**config.mk**
```make
export PLATFORM = sky130hd
export DESIGN_NAME = trig_cond
export DESIGN_NICKNAME = d
export VERILOG_FILES = /design/src/trig_cond_pkg.sv /design/src/trig_cond.sv
export SDC_FILE = /design/constraint.sdc
export NUM_CORES = 1
export LEC_CHECK = 0
export BUFFER_PORTS_ARGS = -buffer_cell sky130_fd_sc_hd__clkbuf_2
export CAP_MARGIN = 10
export CORE_MARGIN = 2
export CORE_UTILIZATION = 59
export CTS_BUF_LIST = sky130_fd_sc_hd__clkbuf_4 sky130_fd_sc_hd__clkbuf_8 sky130_fd_sc_hd__clkbuf_16
export CTS_CLUSTER_DIAMETER = 150
export CTS_CLUSTER_SIZE = 12
export DETAILED_ROUTE_END_ITERATION = 12
export PLACE_DENSITY = 0.81
export SYNTH_ARGS = -nofsm -noshare
export SYNTH_HDL_FRONTEND = slang
export SYNTH_SLANG_ARGS = --single-unit
```
**constraint.sdc**
```tcl
create_clock -name sys_clk_in -period 8.2 [get_ports sys_clk_in]
set_input_delay 0.41 -clock sys_clk_in [delete_from_list [all_inputs] [get_ports sys_clk_in]]
set_output_delay 0.41 -clock sys_clk_in [all_outputs]
set_load 0.1 [all_outputs]
```
**src/trig_cond_pkg.sv**
```systemverilog
// constants and types for the trigger line conditioning block
package trig_cond_pkg;
  // bus geometry
  localparam int ADDR_W = 8;
  localparam int DATA_W = 32;
  // register byte offsets
  localparam logic [7:0] OFS_CTRL = 8'h00;
  localparam logic [7:0] OFS_RISE = 8'h04;
  localparam logic [7:0] OFS_FALL = 8'h08;
  localparam logic [7:0] OFS_DELAY = 8'h0C;
  localparam logic [7:0] OFS_STATUS = 8'h10;
  // control field positions
  localparam int CTRL_DIR_BIT = 0;
  localparam int CTRL_SRC_BIT = 1;
  localparam int CTRL_FLIP_OPTO_BIT = 2;
  localparam int CTRL_FLIP_BIDIR_BIT = 3;
  localparam int CTRL_DRIVE_BIT = 4;
  localparam int CTRL_W = 5;
  localparam logic [4:0] CTRL_RESET = 5'h00;
  // filter and delay ranges, in microseconds
  localparam int GLITCH_W = 13;
  localparam int HOLD_W = 22;
  localparam logic [12:0] GLITCH_MAX_US = 13'(5000);
  localparam logic [21:0] HOLD_MAX_US = 22'(3000000);
  localparam logic [12:0] GLITCH_RESET = 13'h0000;
  localparam logic [21:0] HOLD_RESET = 22'h000000;
  // microsecond tick from the 100 MHz clock
  localparam int CLK_MHZ = 100;
  localparam int TICK_US = 1;
  localparam int TICK_CYCLES = CLK_MHZ * TICK_US;
  localparam int TICK_W = 7;
  localparam logic [6:0] TICK_LAST = 7'(TICK_CYCLES - 1);
  // control register layout
  typedef struct packed {
    logic drive;
    logic flip_bidir;
    logic flip_opto;
    logic src_bidir;
    logic dir_out;
  } line_ctrl_t;
  // delay stage states
  typedef enum logic [0:0] {
    DLY_IDLE = 1'b0,
    DLY_WAIT = 1'b1
  } dly_st_t;
  // whole state of the conditioning block
  typedef struct packed {
    line_ctrl_t ctrl;
    logic [12:0] rise;
    logic [12:0] fall;
    logic [21:0] hold;
    logic [1:0] sync_opto;
    logic [1:0] sync_bidir;
    logic in_lvl;
    logic [6:0] tick_cnt;
    logic tick;
    logic lvl;
    logic [12:0] flt_cnt;
    dly_st_t dly_st;
    logic [21:0] dly_cnt;
    logic trig;
    logic bidir_q;
    logic bidir_oe_n;
    logic [31:0] rd_data;
  } cond_state_t;
endpackage : trig_cond_pkg

```
**src/trig_cond.sv**
```systemverilog
// trigger line conditioning: select, invert, edge filters, hold-off delay
//
// The register addresses and the strobed register port were decided locally.
`timescale 1ns/10ps
`default_nettype none
module trig_cond (
  input wire logic sys_clk_in,
  input wire logic rst_n_in,
  input wire logic [7:0] addr_in,
  input wire logic [31:0] wr_data_in,
  input wire logic wr_en_in,
  input wire logic rd_en_in,
  output logic [31:0] rd_data_out,
  input wire logic opto_input_line_in,
  input wire logic bidir_line_in,
  output logic bidir_line_out,
  output logic bidir_line_oe_n_out,
  output logic filtered_level_out,
  output logic trig_valid_out
);
  trig_cond_pkg::cond_state_t st;
  trig_cond_pkg::cond_state_t next_st;
  logic rise_seen;
  logic [12:0] width;

  // writes above the documented range saturate rather than wrap
  function automatic logic [12:0] clamp_glitch(input logic [31:0] v);
    clamp_glitch = (v > 32'(trig_cond_pkg::GLITCH_MAX_US)) ? trig_cond_pkg::GLITCH_MAX_US : v[12:0];
  endfunction : clamp_glitch

  function automatic logic [21:0] clamp_hold(input logic [31:0] v);
    clamp_hold = (v > 32'(trig_cond_pkg::HOLD_MAX_US)) ? trig_cond_pkg::HOLD_MAX_US : v[21:0];
  endfunction : clamp_hold

  ////////////////////////////////////////////////////////////////////////////
  // next state
  always_comb begin
    next_st = st;
    rise_seen = 1'b0;
    // register writes
    if (wr_en_in) begin
      case (addr_in)
        trig_cond_pkg::OFS_CTRL: next_st.ctrl = wr_data_in[trig_cond_pkg::CTRL_W-1:0];
        trig_cond_pkg::OFS_RISE: next_st.rise = clamp_glitch(wr_data_in);
        trig_cond_pkg::OFS_FALL: next_st.fall = clamp_glitch(wr_data_in);
        trig_cond_pkg::OFS_DELAY: next_st.hold = clamp_hold(wr_data_in);
        default: begin
        end
      endcase
    end
    // read data stands one cycle only; unmapped reads give zero
    next_st.rd_data = 32'h00000000;
    if (rd_en_in) begin
      case (addr_in)
        trig_cond_pkg::OFS_CTRL: next_st.rd_data = {27'h0000000, st.ctrl};
        trig_cond_pkg::OFS_RISE: next_st.rd_data = {19'h00000, st.rise};
        trig_cond_pkg::OFS_FALL: next_st.rd_data = {19'h00000, st.fall};
        trig_cond_pkg::OFS_DELAY: next_st.rd_data = {10'h000, st.hold};
        trig_cond_pkg::OFS_STATUS: next_st.rd_data = {27'h0000000, st.dly_st == trig_cond_pkg::DLY_WAIT,
                                                       st.lvl, st.in_lvl, st.sync_bidir[1], st.sync_opto[1]};
        default: next_st.rd_data = 32'h00000000;
      endcase
    end
    // pins pass two flops before anything looks at them
    next_st.sync_opto = {st.sync_opto[0], opto_input_line_in};
    next_st.sync_bidir = {st.sync_bidir[0], bidir_line_in};
    // the opto line is only ever sampled, never driven
    next_st.in_lvl = st.ctrl.src_bidir ? (st.sync_bidir[1] ^ st.ctrl.flip_bidir)
                                       : (st.sync_opto[1] ^ st.ctrl.flip_opto);
    // bidir pin drive; oe low means driving
    next_st.bidir_oe_n = ~st.ctrl.dir_out;
    next_st.bidir_q = st.ctrl.drive;
    // microsecond tick
    next_st.tick = 1'b0;
    if (st.tick_cnt == trig_cond_pkg::TICK_LAST) begin
      next_st.tick_cnt = 7'h00;
      next_st.tick = 1'b1;
    end else begin
      next_st.tick_cnt = st.tick_cnt + 7'h01;
    end
    // edge filter: the new level must persist for the edge's width
    width = st.in_lvl ? st.rise : st.fall;
    if (st.in_lvl == st.lvl) begin
      next_st.flt_cnt = 13'h0000;
    end else if ((width == 13'h0000) || (st.flt_cnt > width)) begin // extra tick: first one may land at once
      next_st.lvl = st.in_lvl;
      next_st.flt_cnt = 13'h0000;
      rise_seen = st.in_lvl;
    end else if (st.tick) begin
      next_st.flt_cnt = st.flt_cnt + 13'h0001;
    end
    // hold-off; edges arriving while a delay runs are ignored
    next_st.trig = 1'b0;
    case (st.dly_st)
      trig_cond_pkg::DLY_IDLE: begin
        if (rise_seen) begin
          // one tick more than the hold-off, else tick phase could cut it short
          next_st.dly_cnt = (st.hold == 22'h000000) ? 22'h000000 : st.hold + 22'h000001;
          next_st.dly_st = trig_cond_pkg::DLY_WAIT;
        end
      end
      trig_cond_pkg::DLY_WAIT: begin
        if (st.dly_cnt == 22'h000000) begin
          next_st.trig = 1'b1;
          next_st.dly_st = trig_cond_pkg::DLY_IDLE;
        end else if (st.tick) begin
          next_st.dly_cnt = st.dly_cnt - 22'h000001;
        end
      end
      default: next_st.dly_st = trig_cond_pkg::DLY_IDLE;
    endcase
  end

  ////////////////////////////////////////////////////////////////////////////
  // state register
  always_ff @(posedge sys_clk_in) begin
    if (!rst_n_in) begin
      st <= '0;
      st.ctrl <= trig_cond_pkg::CTRL_RESET;
      st.rise <= trig_cond_pkg::GLITCH_RESET;
      st.fall <= trig_cond_pkg::GLITCH_RESET;
      st.hold <= trig_cond_pkg::HOLD_RESET;
      st.bidir_oe_n <= 1'b1;
      st.dly_st <= trig_cond_pkg::DLY_IDLE;
    end else begin
      st <= next_st;
    end
  end

  // outputs straight from flops
  assign rd_data_out = st.rd_data;
  assign bidir_line_out = st.bidir_q;
  assign bidir_line_oe_n_out = st.bidir_oe_n;
  assign filtered_level_out = st.lvl;
  assign trig_valid_out = st.trig;
endmodule : trig_cond
`default_nettype wire

```
After elaboration in Yosys (flattened, before gate mapping):

Cells that the tools add are included.

* bitwise logic cells: 6
* reductions and logical operators: 15
* equality and inequality tests: 9
* add/subtract/negate cells: 4
* muxes and demuxes: 15
* $lt $le $gt $ge: 3

Operators by type and width (count)
* 22-bit case mux with 5 select lines: 1
* 22-bit two-way mux: 4
* 23-bit case mux with 2 select lines: 1
* 22-bit logical NOT: 2
* 32-bit by 13-bit > comparator with 1-bit output (second input constant): 1
* 32-bit by 22-bit > comparator with 1-bit output (second input constant): 1
* 13-bit two-way mux: 2
* 23-bit two-way mux: 1
* 22-bit by 1-bit adder with 22-bit output (second input constant): 1
* 22-bit by 1-bit subtractor with 22-bit output (second input constant): 1
* 8-bit by 4-bit equality test with 1-bit output (second input constant): 2
* 2-bit AND reduction: 7
* 13-bit by 1-bit adder with 13-bit output (second input constant): 1
* 13-bit > comparator: 1
* 13-bit logical NOT: 1
* 8-bit by 3-bit equality test with 1-bit output (second input constant): 1
* 8-bit by 5-bit equality test with 1-bit output (second input constant): 1
* 8-bit logical NOT: 1
* 7-bit by 1-bit adder with 7-bit output (second input constant): 1
* 7-bit equality test (second input constant): 1
* 1-bit two-way mux: 6
* 2-bit != test (second input constant): 2
* 1-bit NOT: 4
* 3-bit AND reduction: 1
* 6 further kinds: 7

* bits of input ports: 46
* flip-flop bits (word level): 138
* word-level logic and storage cells: 73

Logic depth before layout (Yosys ltp):

* depth after elaboration: 7
* gate-level depth with buffers: 13
* depth with buffers taken out: 9

Worst setup path before layout:

No wires, ideal clock.

* path kind: reg2reg
* start point: reg st[80] (netlist name)
* end point: reg st[47] (netlist name)
* cell stages (with the launch flop): 14
* library setup time: 0.120 ns
* arrival: 3.216 ns
* slack: 4.864 ns
* cells stage by stage: dfxtp_1 -> buf_2 -> buf_2 -> buf_1 -> mux2i_1 -> ha_1 -> and3_1 -> o21ai_0 -> a311oi_1 -> o31a_1 -> o21ai_0 -> clkbuf_1 -> o22ai_1 -> o31a_1

* word-level cells in the longest chain between the ends: 7
* elaborated cells between the ends (all ways): 9
* those cells by class: order compare (1); eq/ne (2); mux (3); reduce/logical (3)

RTL lines
* from (decl): RTL line trig_cond.sv:21 `trig_cond_pkg::cond_state_t st;`
* from (signal assigned): RTL line trig_cond.sv:126 `st <= next_st;`
* 13-bit two-way mux: RTL line trig_cond.sv:82 `width = st.in_lvl ? st.rise : st.fall;`
* 13-bit > comparator / 13-bit logical NOT (equally long branches): RTL line trig_cond.sv:85 `end else if ((width == 13'h0000) || (st.flt_cnt > width)) begin`
* 1-bit logical OR: RTL line trig_cond.sv:85
* 1-bit two-way mux: RTL line trig_cond.sv:85
* 1-bit two-way mux *: RTL line trig_cond.sv:83 `if (st.in_lvl == st.lvl) begin`
* 2-bit != test (no line) *
* 3-bit AND reduction (no line) *

Every way passes the cells marked *; elsewhere a longest branch is shown, timed or not.
A chain may end at the register's enable or synchronous reset.

Worst setup path in the final report:

* start point: reg st[80] (netlist name)
* end point: reg st[51] (netlist name)

The elaborated chain is that of the path after synthesis.

==> results.txt <==
The logs give 59.86% for the starting utilization of the core area and 2 for the number of buffers between clock root and the deepest sink. The multi-input combinational cells in the finished layout cover a total of 3782 um2. The number of endpoints with negative hold slack in the final report came out at 0.

Once the clock tree was built, the setup fixing pass inserted 0 buffers. The cell at the root of the clock tree was clkbuf_16. In this run, distinct cell masters in the synthesized netlist total 64. In this run, synthesis produced a sequential element count of 128. For the final weighted congestion in routability-driven placement, the log shows 0.8886. The initialized floorplan defines 39 standard-cell rows. In this run the tightest slew margin relative to its limit is 22.65%. The global-route wire length before repair came out at 29600 um.

Number of antenna violations at the first check in global routing: 0. The largest voltage drop on the vdd net was 0.1685 mV. Yosys printed 0 warnings. The logs give 17 for the clock buffer count from CTS and 0.01495 ns for the clock tree skew after final layout.

Once layout is complete, the utilization of the core stands at 66.94%. The flow ran to the end, and the final reports show no timing, DRC or antenna violations. Summed over all cells, the static leakage comes to 2.862 nW.

The count of nets left with antenna violations after detail routing is 0, and the area of the mapped netlist is 6776 um2. The via-per-instance ratio works out to 6.470. Mean post-synth cell area: 8.513 um2. The logs give 82 for the total I/O pin count and 949 for the total placed cells including tap cells.

The run gives 0 ns as the total negative slack. The antenna cell count was 0; the highest clock frequency the design can meet was 263.0 MHz. The top cell type by area accounts for 37.81% of the synthesized area. After filler insertion, the fill cell instance count of the layout stands at 900. Setup repair after global routing left no endpoint under its margin. Synthesis-to-layout area growth: 11.84%.

Clock-pin slew was measured on the worst setup and hold paths at 0.06 ns. The count of routing violations after the opening detailed-route iteration came out at 572. The synthesized design contains 0 enable-type register cells. The logs give 50 for the pin count of the biggest net entering global routing and 0 for the final-report max-slew violation count. After layout, the minimum clock period comes to 3.802 ns.

Power spread over the standard cell area amounts to 194.0 nW/um2. The tools report the via count of the routed design as 6347. The finished layout holds 981 standard cells, fillers aside.

After synthesis, the share of flip-flops with an asynchronous set or reset is 0%. Final hold analysis gives a worst-case slack of 0.1855 ns. The routed wire length per instance works out to 18.87 um.

In the routed design, unresolved DRC markers number 0. The flip-flop cell with the highest count after synthesis was dfxtp_1. The element type at the critical path start is a flop. The worst path uses 46.37% of the clock period. Buffers inserted to repair hold after CTS numbered 0. The tools report the number of global-route vias before repair as 6136.

The run gives 8.52 ns as the data required time at the worst endpoint. CTS built an H-tree with a depth of 4. For the pin with the worst max-slew slack, the measured transition is 1.159 ns. TritonCTS built the clock tree.

The data arrival time of the critical path was 4.12 ns. Yosys attributes the largest share of cell area to dfxtp_1 38%, nor2_1 4.8%, nand2_1 4.3%. Synthesized instance count: 796. The worst setup path is of the flop to flop kind. The die is 111.2 um wide.

For this design, the sink count on the clock tree is 128. Of all cell types, the one taking the most synthesized area is dfxtp_1. The number of buffers added on ports was 71; the maximum fanout along the worst path was 24. The die is 111.2 um tall.

In the global route stage, overall resource usage came out at 29.70%. Post-cts repair resize count: 0. The floorplan die area is 12360 um2.

The max-cap violation count came out at 0. The area of all sequential standard cells was 2562 um2; the register area share after synthesis was 37.81%. The final layout contains routed wiring with a total length of 18510 um. The sum of overflow across all layers after global routing is 0, and the clock latency reported for the late side of the worst-skew pair is 0.43 ns.

The class of the tightest hold or removal check is input pin to flop. At the placement stage, the worst setup path has a slack of 4.549 ns. After layout, the worst setup slack is 4.398 ns. Setup violations remaining at the end of the flow were counted as 0.

STA classifies the critical path endpoint as a flop. The final layout contains 890 nets. The tools report the first-pass iteration count of the detailed router as 6. In this run the standard cell core region covers 11320 um2.

The run gives 13010 um as the detailed placer's ending HPWL. The post-route netlist has 16.71% of its cells at a drive strength greater than 1.
==> layout by cell type, fill, tap and decap left out, types with 20 or more instances in the layout <==
cell and instances:
xor2_1 23, a21oi_1 35, clkbuf_2 71, o21ai_0 24
nor3_1 21, nand2_1 77, dfxtp_1 128, mux2i_1 20
nand3_1 35, nor2_1 87
==> critical path: stages, from the launching register on <==
cell,delay (ns)
dfxtp_1,1.09
mux2i_1,0.23
ha_1,0.38
and3_1,0.18
o21ai_0,0.08
a311oi_1,0.34
o31ai_1,0.20
o21ai_2,0.58
a21boi_0,0.25
o31a_1,0.34
==> worst paths after layout <==
kind / from / end / slack [ns] / depth (start not counted)
hold reg to reg: st[133]$_SDFFE_PN0P_ / bidir_line_oe_n_out$_SDFF_PN1_ / 0.42 / 1
setup / recovery: st[80]$_SDFF_PN0_ / st[51]$_SDFFE_PN0P_ / 4.40 / 9
setup reg to reg: st[80]$_SDFF_PN0_ / st[51]$_SDFFE_PN0P_ / 4.40 / 9
hold / removal: bidir_line_in / next_st[82]$_SDFF_PN0_ / 0.19 / 2
==> Yosys cell counts (9+ instances only) <==
cell / count
inv_1: 14
xor2_1: 23
ha_1: 18
and3_1: 11
nand2_1: 77
nor2_1: 87
and2_1: 17
nand3_1: 35
dfxtp_1: 128
mux2i_1: 20
clkbuf_1: 34
mux2_2: 19
a21oi_1: 35
xnor2_1: 16
a22oi_1: 13
nand4_1: 18
nor3_1: 21
o221a_1: 9
o21ai_0: 24
nor4_1: 15
a32o_1: 18
o21a_1: 16
buf_4: 32
==> power breakdown <==
group / switching (W) / internal, W / total [W]
clock network: 0.000285 / 0.000472 / 0.000757
registers: 0.00000491 / 0.000625 / 0.000630
logic: 0.0000613 / 0.0000220 / 0.0000833
==> cells by family (layout without fill, tap and decap cells) <==
family / after synthesis / count (layout) / share of synthesized area (%)
other cells: 1 / 10 / 0.05534
fa+ha+maj: 18 / 18 / 3.324
flops: 128 / 128 / 37.81
simple gates: 316 / 316 / 22.93
mux: 39 / 39 / 6.112
xor+xnor: 39 / 39 / 5.041
buf+inv: 90 / 123 / 6.979
compound gates: 165 / 165 / 17.74
==> layer usage <==
metal | global-route usage [%] | wire length [um] | vias to the layer above
li1 | - | - | 2899
met1 | 35.89 | 7266 | 3013
met2 | 49.15 | 8895 | 366
met3 | 6.834 | 1698 | 69
met4 | 15.80 | 647 | 0
met5 | 0 | 0 | -
==> final cells by class <==
cell class,instances,area share (%)
inverters,14,0.6934
well taps,143,2.361
repair buffers,78,5.349
clock inverters,11,1.717
clock buffers,20,6.158
flip-flops and latches,128,33.81
multi-input cells,587,49.91
==> sequential cells by signal, indices dropped and copies added, names as in the netlist <==
| register | flops |
|---|---|
| bidir_line_oe_n_out | 1 |
| bidir_line_out | 1 |
| filtered_level_out | 1 |
| next_st | 3 |
| rd_data_out | 22 |
| st | 99 |
| trig_valid_out | 1 |
==> metrics by stage <==
| stage | total power (W) | area [um2] |
|---|---|---|
| 5_1_grt | 0.001505 | 7579 |
| 3_3_place_gp | 0.0007225 | 6977 |
| 6_report | 0.001470 | 7579 |
| 4_1_cts | 0.001470 | 7574 |
| 2_1_floorplan | 0.0007009 | 6810 |
| 3_5_place_dp | 0.0007248 | 6977 |
(Power assumes the default switching activity.)
